## config.mk

```make
export PLATFORM = sky130hd
export DESIGN_NAME = pse_discovery_power_status_regs
export DESIGN_NICKNAME = d
export VERILOG_FILES = /design/src/pse_regs_pkg.sv /design/src/chan_link_if.sv /design/src/chan_discovery.sv /design/src/pse_discovery_power_status_regs.sv
export SDC_FILE = /design/constraint.sdc
export NUM_CORES = 1
export LEC_CHECK = 0
export BUFFER_PORTS_ARGS = -buffer_cell sky130_fd_sc_hd__buf_2
export CORE_MARGIN = 4
export CORE_UTILIZATION = 54
export DETAILED_ROUTE_END_ITERATION = 10
export MAX_ROUTING_LAYER = met4
export PLACE_DENSITY_LB_ADDON = 0.08
export SLEW_MARGIN = 20
export SYNTH_ARGS = -nofsm -noshare
export SYNTH_HDL_FRONTEND = slang
export SYNTH_SLANG_ARGS = --single-unit
```

## constraint.sdc

```tcl
create_clock -name core_clk -period 2.3 [get_ports core_clk]
set_clock_uncertainty 0.2 [all_clocks]
set_input_delay 0 -clock core_clk [delete_from_list [all_inputs] [get_ports core_clk]]
set_output_delay 0 -clock core_clk [all_outputs]
set_load 0.005 [all_outputs]
```

## src/pse_regs_pkg.sv

```systemverilog
package pse_regs_pkg;
	localparam int NUM_CH = 4;
	// command codes
	localparam logic [7:0] CMD_DISC_FIRST = 8'h0C;
	localparam logic [7:0] CMD_DISC_LAST = 8'h0F;
	localparam logic [7:0] CMD_POWER_STATE = 8'h10;
	// reset and idle values
	localparam logic [7:0] DISC_RESET = 8'h00;
	localparam logic [3:0] POWER_FLAGS_RESET = 4'h0;
	localparam logic [7:0] UNMAPPED_READ = 8'h00;
	localparam logic [7:0] READ_DATA_RESET = 8'h00;
	localparam logic [3:0] ASSIGN_RESET = 4'h0;
	// field positions
	localparam int CLASS_POS = 4;
	localparam int DET_POS = 0;
	localparam int PG_POS = 4;
	localparam int ON_POS = 0;
	// requested class codes
	localparam logic [3:0] CLS_UNKNOWN = 4'h0;
	localparam logic [3:0] CLS_3 = 4'h3;
	localparam logic [3:0] CLS_4 = 4'h4;
	localparam logic [3:0] CLS_RSVD_AS_0 = 4'h5;
	localparam logic [3:0] CLS_0 = 4'h6;
	localparam logic [3:0] CLS_5_SS = 4'h8;
	localparam logic [3:0] CLS_8_SS = 4'hB;
	localparam logic [3:0] CLS_4P_TYPE1 = 4'hC;
	localparam logic [3:0] CLS_5_DS = 4'hD;
	// detection codes
	localparam logic [3:0] DET_UNKNOWN = 4'h0;
	localparam logic [3:0] DET_VALID = 4'h4;
	localparam logic [3:0] DET_FET_FAULT = 4'hE;
	// class report deadline after classification
	localparam int REPORT_LIMIT_MS = 5;
	localparam int CLK_HZ = 40_000_000;
	localparam int REPORT_LIMIT_CYC = REPORT_LIMIT_MS * (CLK_HZ / 1000);
	localparam int WAIT_W = 18;
endpackage

```

## src/chan_link_if.sv

```systemverilog
`timescale 1ns/10ps
interface chan_link_if;
	logic chan_on;
	logic det_load;
	logic [3:0] det_code;
	logic cls_load;
	logic cls_own;
	logic [3:0] cls_code;
	logic alloc_15w5;
	logic diag_single;
	logic [7:0] disc;
	logic [3:0] assigned;
	logic cls_event;
	modport ctrl (output chan_on, det_load, det_code, cls_load, cls_own, cls_code, alloc_15w5,
		diag_single, input disc, assigned, cls_event);
	modport chan (input chan_on, det_load, det_code, cls_load, cls_own, cls_code, alloc_15w5,
		diag_single, output disc, assigned, cls_event);
endinterface

```

## src/chan_discovery.sv

```systemverilog
`timescale 1ns/10ps
module chan_discovery (
	input wire logic core_clk,
	input wire logic sys_rst,
	chan_link_if.chan link
);
	typedef struct packed {
		logic [3:0] cls;
		logic [3:0] det;
		logic [3:0] assigned;
		logic cls_event;
		logic on_prev;
	} chan_state_t;

	chan_state_t s_q;
	chan_state_t s_d;
	logic turn_on;
	logic turn_off;

	function automatic logic class4plus(input logic [3:0] c);
		class4plus = (c == pse_regs_pkg::CLS_4) || (c == pse_regs_pkg::CLS_5_DS) ||
			((c >= pse_regs_pkg::CLS_5_SS) && (c <= pse_regs_pkg::CLS_8_SS));
	endfunction

	////////////////////////////////////////////////////////////////////////////////
	// next state
	assign turn_on = ~s_q.on_prev & link.chan_on;
	assign turn_off = s_q.on_prev & ~link.chan_on;

	always_comb
	begin
		s_d = s_q;
		s_d.on_prev = link.chan_on;
		s_d.cls_event = 1'b0;
		if (turn_off)
		begin
			s_d.cls = pse_regs_pkg::CLS_UNKNOWN;
			s_d.det = pse_regs_pkg::DET_UNKNOWN;
			s_d.assigned = pse_regs_pkg::ASSIGN_RESET;
		end
		if (link.det_load)
			s_d.det = link.det_code;
		if (link.cls_load)
		begin
			s_d.cls = link.cls_code;
			if (link.diag_single && (link.cls_code == pse_regs_pkg::CLS_8_SS))
				s_d.cls = pse_regs_pkg::CLS_5_DS;
			s_d.cls_event = link.cls_own;
		end
		if (turn_on)
		begin
			if (link.alloc_15w5 && class4plus(s_d.cls))
				s_d.cls = pse_regs_pkg::CLS_4P_TYPE1;
			if ((s_d.cls == pse_regs_pkg::CLS_0) || (s_d.cls == pse_regs_pkg::CLS_RSVD_AS_0))
				s_d.assigned = pse_regs_pkg::CLS_3;
			else
				s_d.assigned = s_d.cls;
		end
	end

	always_ff @(posedge core_clk or posedge sys_rst)
	begin
		if (sys_rst)
			s_q <= '0;
		else
			s_q <= s_d;
	end

	assign link.disc = {s_q.cls, s_q.det};
	assign link.assigned = s_q.assigned;
	assign link.cls_event = s_q.cls_event;
endmodule // chan_discovery

```

## src/pse_discovery_power_status_regs.sv

```systemverilog
`timescale 1ns/10ps
module pse_discovery_power_status_regs #(
	parameter int REPORT_LIMIT_CYC = pse_regs_pkg::REPORT_LIMIT_CYC
) (
	input wire logic core_clk,
	input wire logic sys_rst,
	input wire logic [3:0] chan_on,
	input wire logic [3:0] pg_below_thr,
	input wire logic [3:0] det_done,
	input wire logic [15:0] det_code,
	input wire logic [3:0] cls_done,
	input wire logic [15:0] cls_code,
	input wire logic [1:0] pair_single_sig,
	input wire logic [3:0] alloc_15w5,
	input wire logic [3:0] diag_mode,
	input wire logic [3:0] cls_enable,
	input wire logic cmd_valid,
	input wire logic cmd_write,
	input wire logic [7:0] cmd_code,
	output logic [7:0] rd_data,
	output logic rd_valid,
	output logic cmd_hit,
	output logic [3:0] class_done_event,
	output logic [15:0] assigned_class
);
	typedef struct packed {
		logic [3:0] power_good_flags;
		logic [3:0] channel_on_flags;
		logic [7:0] rd_data;
		logic rd_valid;
		logic cmd_hit;
	} top_state_t;

	top_state_t s_q;
	top_state_t s_d;
	logic [7:0] disc_all [pse_regs_pkg::NUM_CH];
	logic [3:0] pg_ready;
	logic [7:0] power_byte;

	////////////////////////////////////////////////////////////////////////////////
	// per channel discovery
	for (genvar ch = 0; ch < pse_regs_pkg::NUM_CH; ch++)
	begin : gen_ch
		localparam int PARTNER = ch ^ 1;
		logic single_sig;
		chan_link_if link ();

		assign single_sig = pair_single_sig[ch / 2];
		assign link.chan_on = chan_on[ch];
		assign link.det_load = det_done[ch];
		assign link.det_code = det_code[ch * 4 +: 4];
		assign link.cls_load = cls_done[ch] | (single_sig & cls_done[PARTNER]);
		assign link.cls_code = (cls_done[ch] | ~single_sig) ? cls_code[ch * 4 +: 4]
			: cls_code[PARTNER * 4 +: 4];
		assign link.cls_own = cls_done[ch];
		assign link.alloc_15w5 = alloc_15w5[ch];
		assign link.diag_single = diag_mode[ch] & cls_enable[ch] & ~cls_enable[PARTNER];
		assign pg_ready[ch] = chan_on[ch] & (s_q.power_good_flags[ch] | pg_below_thr[ch]);

		chan_discovery u_chan (
			.core_clk(core_clk),
			.sys_rst(sys_rst),
			.link(link)
		);

		assign disc_all[ch] = link.disc;
		assign class_done_event[ch] = link.cls_event;
		assign assigned_class[ch * 4 +: 4] = link.assigned;
	end

	////////////////////////////////////////////////////////////////////////////////
	// power state and command port
	assign power_byte = {s_q.power_good_flags, s_q.channel_on_flags};

	always_comb
	begin
		s_d = s_q;
		for (int i = 0; i < pse_regs_pkg::NUM_CH; i++)
		begin
			s_d.channel_on_flags[i] = chan_on[i];
			if (pair_single_sig[i / 2])
				s_d.power_good_flags[i] = chan_on[i] & (s_q.power_good_flags[i]
					| (pg_ready[i] & pg_ready[i ^ 1]));
			else
				s_d.power_good_flags[i] = pg_ready[i];
		end
		s_d.rd_valid = cmd_valid & ~cmd_write;
		s_d.cmd_hit = 1'b0;
		if (cmd_valid && (cmd_code >= pse_regs_pkg::CMD_DISC_FIRST)
			&& (cmd_code <= pse_regs_pkg::CMD_POWER_STATE))
			s_d.cmd_hit = 1'b1;
		if (cmd_valid && !cmd_write)
		begin
			if (cmd_code == pse_regs_pkg::CMD_POWER_STATE)
				s_d.rd_data = power_byte;
			else if ((cmd_code >= pse_regs_pkg::CMD_DISC_FIRST)
				&& (cmd_code <= pse_regs_pkg::CMD_DISC_LAST))
				s_d.rd_data = disc_all[cmd_code[1:0]];
			else
				s_d.rd_data = pse_regs_pkg::UNMAPPED_READ;
		end
	end

	always_ff @(posedge core_clk or posedge sys_rst)
	begin
		if (sys_rst)
		begin
			s_q.power_good_flags <= pse_regs_pkg::POWER_FLAGS_RESET;
			s_q.channel_on_flags <= pse_regs_pkg::POWER_FLAGS_RESET;
			s_q.rd_data <= pse_regs_pkg::READ_DATA_RESET;
			s_q.rd_valid <= 1'b0;
			s_q.cmd_hit <= 1'b0;
		end
		else
			s_q <= s_d;
	end

	assign rd_data = s_q.rd_data;
	assign rd_valid = s_q.rd_valid;
	assign cmd_hit = s_q.cmd_hit;

	////////////////////////////////////////////////////////////////////////////////
	// report deadline watch for pair 0-1
	logic pend_q;
	logic [3:0] pend_cls_q;
	logic [pse_regs_pkg::WAIT_W-1:0] wait_q;

	always_ff @(posedge core_clk or posedge sys_rst)
	begin
		if (sys_rst)
		begin
			pend_q <= 1'b0;
			pend_cls_q <= pse_regs_pkg::CLS_UNKNOWN;
			wait_q <= '0;
		end
		else if (cls_done[0] && pair_single_sig[0] && !cls_done[1])
		begin
			pend_q <= 1'b1;
			pend_cls_q <= cls_code[3:0];
			wait_q <= '0;
		end
		else if (pend_q && ((disc_all[1][7:4] == pend_cls_q) || !chan_on[1] || cls_done[1]))
			pend_q <= 1'b0;
		else if (pend_q)
			wait_q <= wait_q + 1'b1;
	end
endmodule // pse_discovery_power_status_regs

```

==> metrics.yaml, run 1 <==
sta:
  slew_violations: 0
  rsz0062_at_grt: "false"
  tns_ps: 0
  worstMarginPinSlew_ps: 597
  period_share_pct: 94.9
  fmaxAchievable_ghz: 0.458
  slew_headroom_pct: 59.8
  min_period_ps: 2180
  setup_slack_ps: 118
  finalHoldViolations: 0
  setup_viol: 0
synth:
  synth_area_per_cell_um2: 9.22
  yosysSeqAreaShare_pct: 41.8
  syn-cell-area_um2: 4200
  async_flop_share_pct: 100
  synth-edff-count: 0
  synth.ff_latch_count: 70
  synth.top_cell.area_share_pct: 41.8
  synthDistinctLibCells: 67
  synth_most_common_cell: "nand2_1"
  yosysWarnings: 0
  synth_cells: 455
  ys.flop_type: "dfrtp_1"
  syn_nets: 537
  synth_common_cells: "75 x nand2_1, 70 x dfrtp_1, 41 x o21ai_0, 26 x a21oi_1, 26 x inv_1"
  synth_largest_area_cell: "dfrtp_1"
  synth.area.top_cells: "dfrtp_1 42%, nand2_1 6.7%, o21ai_0 4.9%"
clock_network:
  cts_buffers: 9
  cts_sinks: 70
  cts_max_level: 3
  clk-insertion-delay-late_ps: 330
  postCtsSetupBuffers: 0
  cts_tree: "done"
  clk_path_buf_depth: 2
  clkTransAtPathRegs_ps: 70
  cts_root_buf: "clkbuf_8"
pwr:
  switchingPower_w: 0.000846
  p_int_w: 0.00217
  combPwrFrac_pct: 24.6
  clock_power_share_pct: 29.3
  irDropWorstVdd_uv: 296
  power_w: 0.00302
  switching_share_pct: 28.0
  p_leak_nw: 2.73
  power_frac_seq_pct: 46.1
  p_per_area_nw_per_um2: 531
die:
  die_x_um: 96.1
  die-height_um: 96.1
  core_um2: 7410
  start_util_pct: 56.6
  num_io_pins: 104
  fp-row-count: 31
  die-area_um2: 9240
finish:
  n_antenna_cell: 0
  utilization_pct: 76.8
  multi_input_area_um2: 2160
  finalInstanceArea_um2: 5690
  nNetsFinal: 701
  nFillCells: 540
  area_delta_synth_final_pct: 35.6
  drive_gt1_share_pct: 24.6
  seq_area_um2: 1750
grt:
  grt_use_total_pct: 27.0
  grt_pass1_wl_um: 18800
  grt_pass1_vias: 4000
  gr-total-overflow: 0
  grt_max_degree: 36
  antenna_found_initial: 0
setup_path:
  worst_setup_path_start_kind: "primary input"
  r2r-start: "power_byte[2]"
  crit_path_start: "cls_done[3]"
  critPathRequiredTime_ps: 2320
  crit_fanout: 4
  crit_type: "primary input to flip-flop"
  critPathArrivalTime_ps: 2200
  endpoint_kind: "flip-flop"
routing:
  drc_errors: 0
  routedWlPerCell_um: 15.7
  wl_um: 11300
  num_vias: 4050
  drt_iter0_markers: 218
  first_pass_iters: 5
  ant_nets: 0
  via_per_inst: 5.62
min_path:
  hold_path.class: "primary input to async pin"
placement:
  dpl.hpwl_um: 7830
  placedInstanceArea_um2: 4680
  portBuffers: 103
  post-place-ws_ps: 108
  place_congestion: 0.879
flow_run:
  drv_cap: 0
status:
  outcome: "finished, final reports clean"
==> flip-flops by register name (all words and copies together), names as in the netlist <==
register and cells:
cmd_hit 1, power_byte 8, rd_data 8, gen_ch.u_chan.link.disc 32
gen_ch.u_chan.link.assigned 16, rd_valid 1, gen_ch.u_chan.link.cls_event 4
==> power groups by stage <==
| stage | registers [W] | logic [W] | clock network (W) |
|---|---|---|---|
| after detailed placement | 0.00141 | 0.000599 | 0 |
| after floorplan | 0.00139 | 0.000436 | 0 |
| after global placement | 0.00141 | 0.000587 | 0 |
| final | 0.00139 | 0.000743 | 0.000886 |
| after global routing | 0.00140 | 0.000824 | 0.000958 |
| after CTS | 0.00139 | 0.000720 | 0.000903 |
==> layout make-up <==
cell class	count	area share, %
Sequential cell	70	30.8
Multi-Input combinational cell	323	38.1
Tap cell	99	2.18
Timing Repair Buffer	189	24.2
Clock inverter	1	0.0880
Inverter	26	1.72
Clock buffer	13	2.97
==> placed cells by master, fill, tap and decap left out, types with 4 or more instances in the layout <==
master	count
a21o_1	4
clkbuf_8	12
nand2b_1	12
a31oi_1	15
a32o_1	4
o31ai_1	7
ha_1	8
and2_1	6
nand2_1	75
a21oi_1	25
mux2i_1	9
buf_2	102
nor2_1	16
o21ai_0	39
a22o_1	5
nor2b_1	11
and3_1	9
dfrtp_1	70
mux4_2	8
inv_1	25
buf_4	6
nand3_1	4
dlygate4sd3_1	78
==> metrics by stage <==
stage	hold WS [ps]	cells
floorplan	-169	455
global placement	-168	628
detailed placement	-153	628
CTS	6.20	721
global route	59.6	721
finish	40.3	721
==> worst paths after layout <==
kind,end,slack (ps),cells after the start
max,gen_ch[3].u_chan.link.assigned[2],120,8
max reg2reg,gen_ch[2].u_chan.link.assigned[0],190,7
min,gen_ch[3].u_chan.link.cls_event,40,3
max in group asynchronous,gen_ch[2].u_chan.link.disc[3],1260,4
min in group core_clk,gen_ch[1].u_chan.link.disc[6],40,5
min reg2reg,rd_data[3],280,2
==> critical path, stage by stage <==
cell and delay [ps]:
dlygate4sd3_1 530, buf_2 140, nor2b_2 200, mux2_4 350, o41a_1 430, or2_1 270, nor3_1 190, o31ai_1 90
==> metal layers <==
layer	vias up	share of wire (%)	global-route usage, %
li1	1939	-	-
met1	1925	44	35.8
met2	154	48	41.7
met3	32	5.9	4.38
met4	0	2.4	10.1
met5	-	0	-
==> logic make-up after synthesis <==
family / share of synthesized area, %
buffers and inverters: 7.60
and+or+nand+nor: 18.7
DFF: 41.8
AOI/OAI and AO/OA: 21.5
adders and majority gates: 2.62
xor gates and xnor gates: 0.209
muxes: 7.60
==> what timing repair did <==
| action | CTS | global route |
|---|---|---|
| gates resized for setup | 0 | 12 |
| hold buffers | 79 | 0 |
| setup endpoints to repair | 0 | 9 |
| hold endpoints to repair | 128 | 0 |
Power figures use the tool's default switching activity.
==> run 2, diff against run 1 <==
- ABC_AREA: not set -> 1
- CORE_ASPECT_RATIO: not set -> 0.5
==> run 2 against run 1 <==
Final cell count is 21% higher. Final area is 4.3% higher. Core utilization is 1.9 points higher. Die area is 3.3% higher. Combinational power is 16% higher. Maximum frequency is 2.5% lower. Critical path type is now flip-flop to flip-flop. Sequential power is 4% higher. Worst setup slack worse by 55 ps. Worst hold slack worse by 26 ps. First-iteration DRC count is 53% higher.
==> metrics.yaml, run 2 <==
status:
  outcome: "finished, final reports clean"
die:
  die-height_um: 71.1  # -26%
  core_um2: 7540  # +1.8%
  num_io_pins: 104  # unchanged
  fp-row-count: 22  # -29%
  die-area_um2: 9540  # +3.3%
  start_util_pct: 57.0  # +0.40 points
  die_x_um: 134  # +40%
synth:
  synth-edff-count: 0  # unchanged
  synth.area.top_cells: "dfrtp_1 41%, nand2_1 15%, inv_1 7.2%"
  synthDistinctLibCells: 38  # -43%
  synth.ff_latch_count: 70  # unchanged
  synth_common_cells: "176 x nand2_1, 83 x inv_1, 70 x dfrtp_1, 43 x nor2_1, 39 x o21ai_0"
  synth_largest_area_cell: "dfrtp_1"
  async_flop_share_pct: 100  # unchanged
  ys.flop_type: "dfrtp_1"
  yosysWarnings: 0  # unchanged
  yosysSeqAreaShare_pct: 40.7  # -1.0 points
  synth.top_cell.area_share_pct: 40.7  # -1.0 points
  syn_nets: 672  # +25%
  syn-cell-area_um2: 4300  # +2.5%
  synth_cells: 590  # +30%
  synth_area_per_cell_um2: 7.29  # -21%
  synth_most_common_cell: "nand2_1"
setup_path:
  rrSetupSlack_ps: 60  # -130 ps
  critPathArrivalTime_ps: 2260  # +60 ps
  crit_type: "flip-flop to flip-flop"
  critPathRequiredTime_ps: 2320  # about the same
  crit_chain: "o21ai_1 > nand2_1 > dlygate4sd3_1 > a32o_1 > dlygate4sd3_1"
  endpoint_kind: "flip-flop"
  crit_fanout: 2  # -2
  crit_path_top_delay_cell: "dlygate4sd3_1"
  cpMostUsedCell: "dlygate4sd3_1"
  crit_family: "buffers and inverters"
  worst_setup_path_start_kind: "flip-flop"
  crit_buf_inv: 2  # unchanged
  max_stage_delay_ps: 560  # +30 ps
finish:
  n_antenna_cell: 0  # unchanged
  nNetsFinal: 844  # +20%
  utilization_pct: 78.7  # +1.9 points
  largest_reg_flops: 32  # unchanged
  layout_common_cells: "176 x nand2_1, 103 x buf_2, 85 x dlygate4sd3_1"
  area_delta_synth_final_pct: 38.0
  nFillCells: 529  # -2.0%
  layout_commonest_cell: "nand2_1"
  drive_gt1_share_pct: 22.1  # -2.5 points
sta:
  finalHoldViolations: 0  # unchanged
  slew_violations: 0  # unchanged
  worstMarginPinSlew_ps: 515  # -81.3 ps
  slew_headroom_pct: 65.6  # +5.8 points
  tns_ps: 0  # unchanged
  setup_viol: 0  # unchanged
  rsz0062_at_grt: "false"
  min_period_ps: 2240  # +55.3 ps
  period_share_pct: 97.3  # +2.4 points
  fmaxAchievable_ghz: 0.447  # -2.5%
clock_network:
  cts_root_buf: "clkbuf_16"
  clkTransAtPathRegs_ps: 50  # -20 ps
  cts_tree: "done"
  clk-insertion-delay-late_ps: 340  # about the same
  cts_sinks: 70  # unchanged
  cts_max_level: 3  # unchanged
  clk_path_buf_depth: 2  # unchanged
  cts_buffers: 9  # unchanged
routing:
  drc_errors: 0  # unchanged
  ant_nets: 0  # unchanged
  first_pass_iters: 5  # unchanged
  via_per_inst: 5.15  # -8.4%
  drt_iter0_markers: 334  # +53%
  routedWlPerCell_um: 14.4  # -8.4%
  wl_um: 12600  # +11%
  num_vias: 4499  # +11%
placement:
  dpl.hpwl_um: 7870  # +0.49%
  place_congestion: 0.937  # +6.6%
  portBuffers: 103  # unchanged
pwr:
  irDropWorstVdd_uv: 439  # +48%
  p_leak_nw: 3.21  # +18%
  p_per_area_nw_per_um2: 613  # +15%
flow_run:
  drv_cap: 0  # unchanged
grt:
  grt_max_degree: 28  # -22%
  gr-total-overflow: 0  # unchanged
  grt_pass1_wl_um: 21000  # +12%
  antenna_found_initial: 0  # unchanged
  grt_pass1_vias: 4396  # +9.9%
  grt_use_total_pct: 28.6  # +1.7 points
min_path:
  hold_path.class: "primary input to flip-flop"
==> run 2: worst paths after layout <==
check / start / endpoint / cells after the start
worst max-delay path: power_byte[4] / power_byte[5] / 5
worst min-delay path: cls_enable[2] / gen_ch[3].u_chan.link.disc[6] / 8
worst max register to register: power_byte[4] / power_byte[5] / 5
worst min register to register: gen_ch[0].u_chan.link.assigned[3] / gen_ch[0].u_chan.link.assigned[3] / 2
max in group asynchronous: sys_rst / gen_ch[3].u_chan.link.disc[3] / 4
min in group asynchronous: sys_rst / gen_ch[3].u_chan.link.assigned[0] / 3
==> run 2: per-layer routing <==
metal	wire length [um]	vias to the layer above	global-route usage, %	part of all wire (%)
met5	0	-	-	0
met4	353	0	9.26	2.8
met3	947	42	6.68	7.5
met2	6020	227	48.4	48
met1	5260	2029	34.3	42
li1	-	2201	-	-
==> run 2: final cells by class <==
type / count / area [um2] / share of cell area (%)
clock buffers: 15 / 288 / 4.85
inverters: 97 / 364 / 6.14
multi-input cells: 392 / 1990 / 33.5
flip-flops and latches: 70 / 1750 / 29.5
well taps: 108 / 135 / 2.28
repair buffers: 192 / 1410 / 23.7
==> run 2: kinds of logic (layout without fill, tap and decap cells) <==
group,after synthesis,count (layout),synth area share [%]
and+or+nand+nor,284,284,28.6
AOI/OAI and AO/OA,100,100,15.3
buffers and inverters,128,304,13.1
adders and majority gates,8,8,2.33
DFF,70,70,40.7
==> run 2: stage by stage <==
| step | instances | hold WS, ps | instance area, um2 | setup slack (ps) | total power, W |
|---|---|---|---|---|---|
| after global routing | 874 | 62.8 | 5930 | 1.62 | 0.00384 |
| after detailed placement | 774 | -135 | 4800 | 331 | 0.00215 |
| after CTS | 874 | 6.75 | 5930 | 25.5 | 0.00362 |
| after floorplan | 590 | -169 | 4300 | 332 | 0.00194 |
| final | 874 | 14.8 | 5930 | 62.6 | 0.00364 |
| after global placement | 774 | -152 | 4800 | 391 | 0.00214 |
==> run 2: power by group <==
part	switching (W)	internal, W
logic	0.000481	0.000384
clock network	0.000498	0.000842
registers	0.0000808	0.00135
==> run 2: tightest hold or removal path, delay by kind of cell <==
| family | cells | cell delay [ps] |
|---|---|---|
| AND/OR/NAND/NOR | 7 | 420 |
| buffers and inverters | 1 | 90 |
==> run 2: what timing repair did <==
action | CTS | global route
endpoints found under the setup margin | 0 | 2
gates resized for setup | 0 | 3
buffers inserted | 0 | 0
endpoints found under the hold margin | 118 | 0
hold buffers | 85 | 0
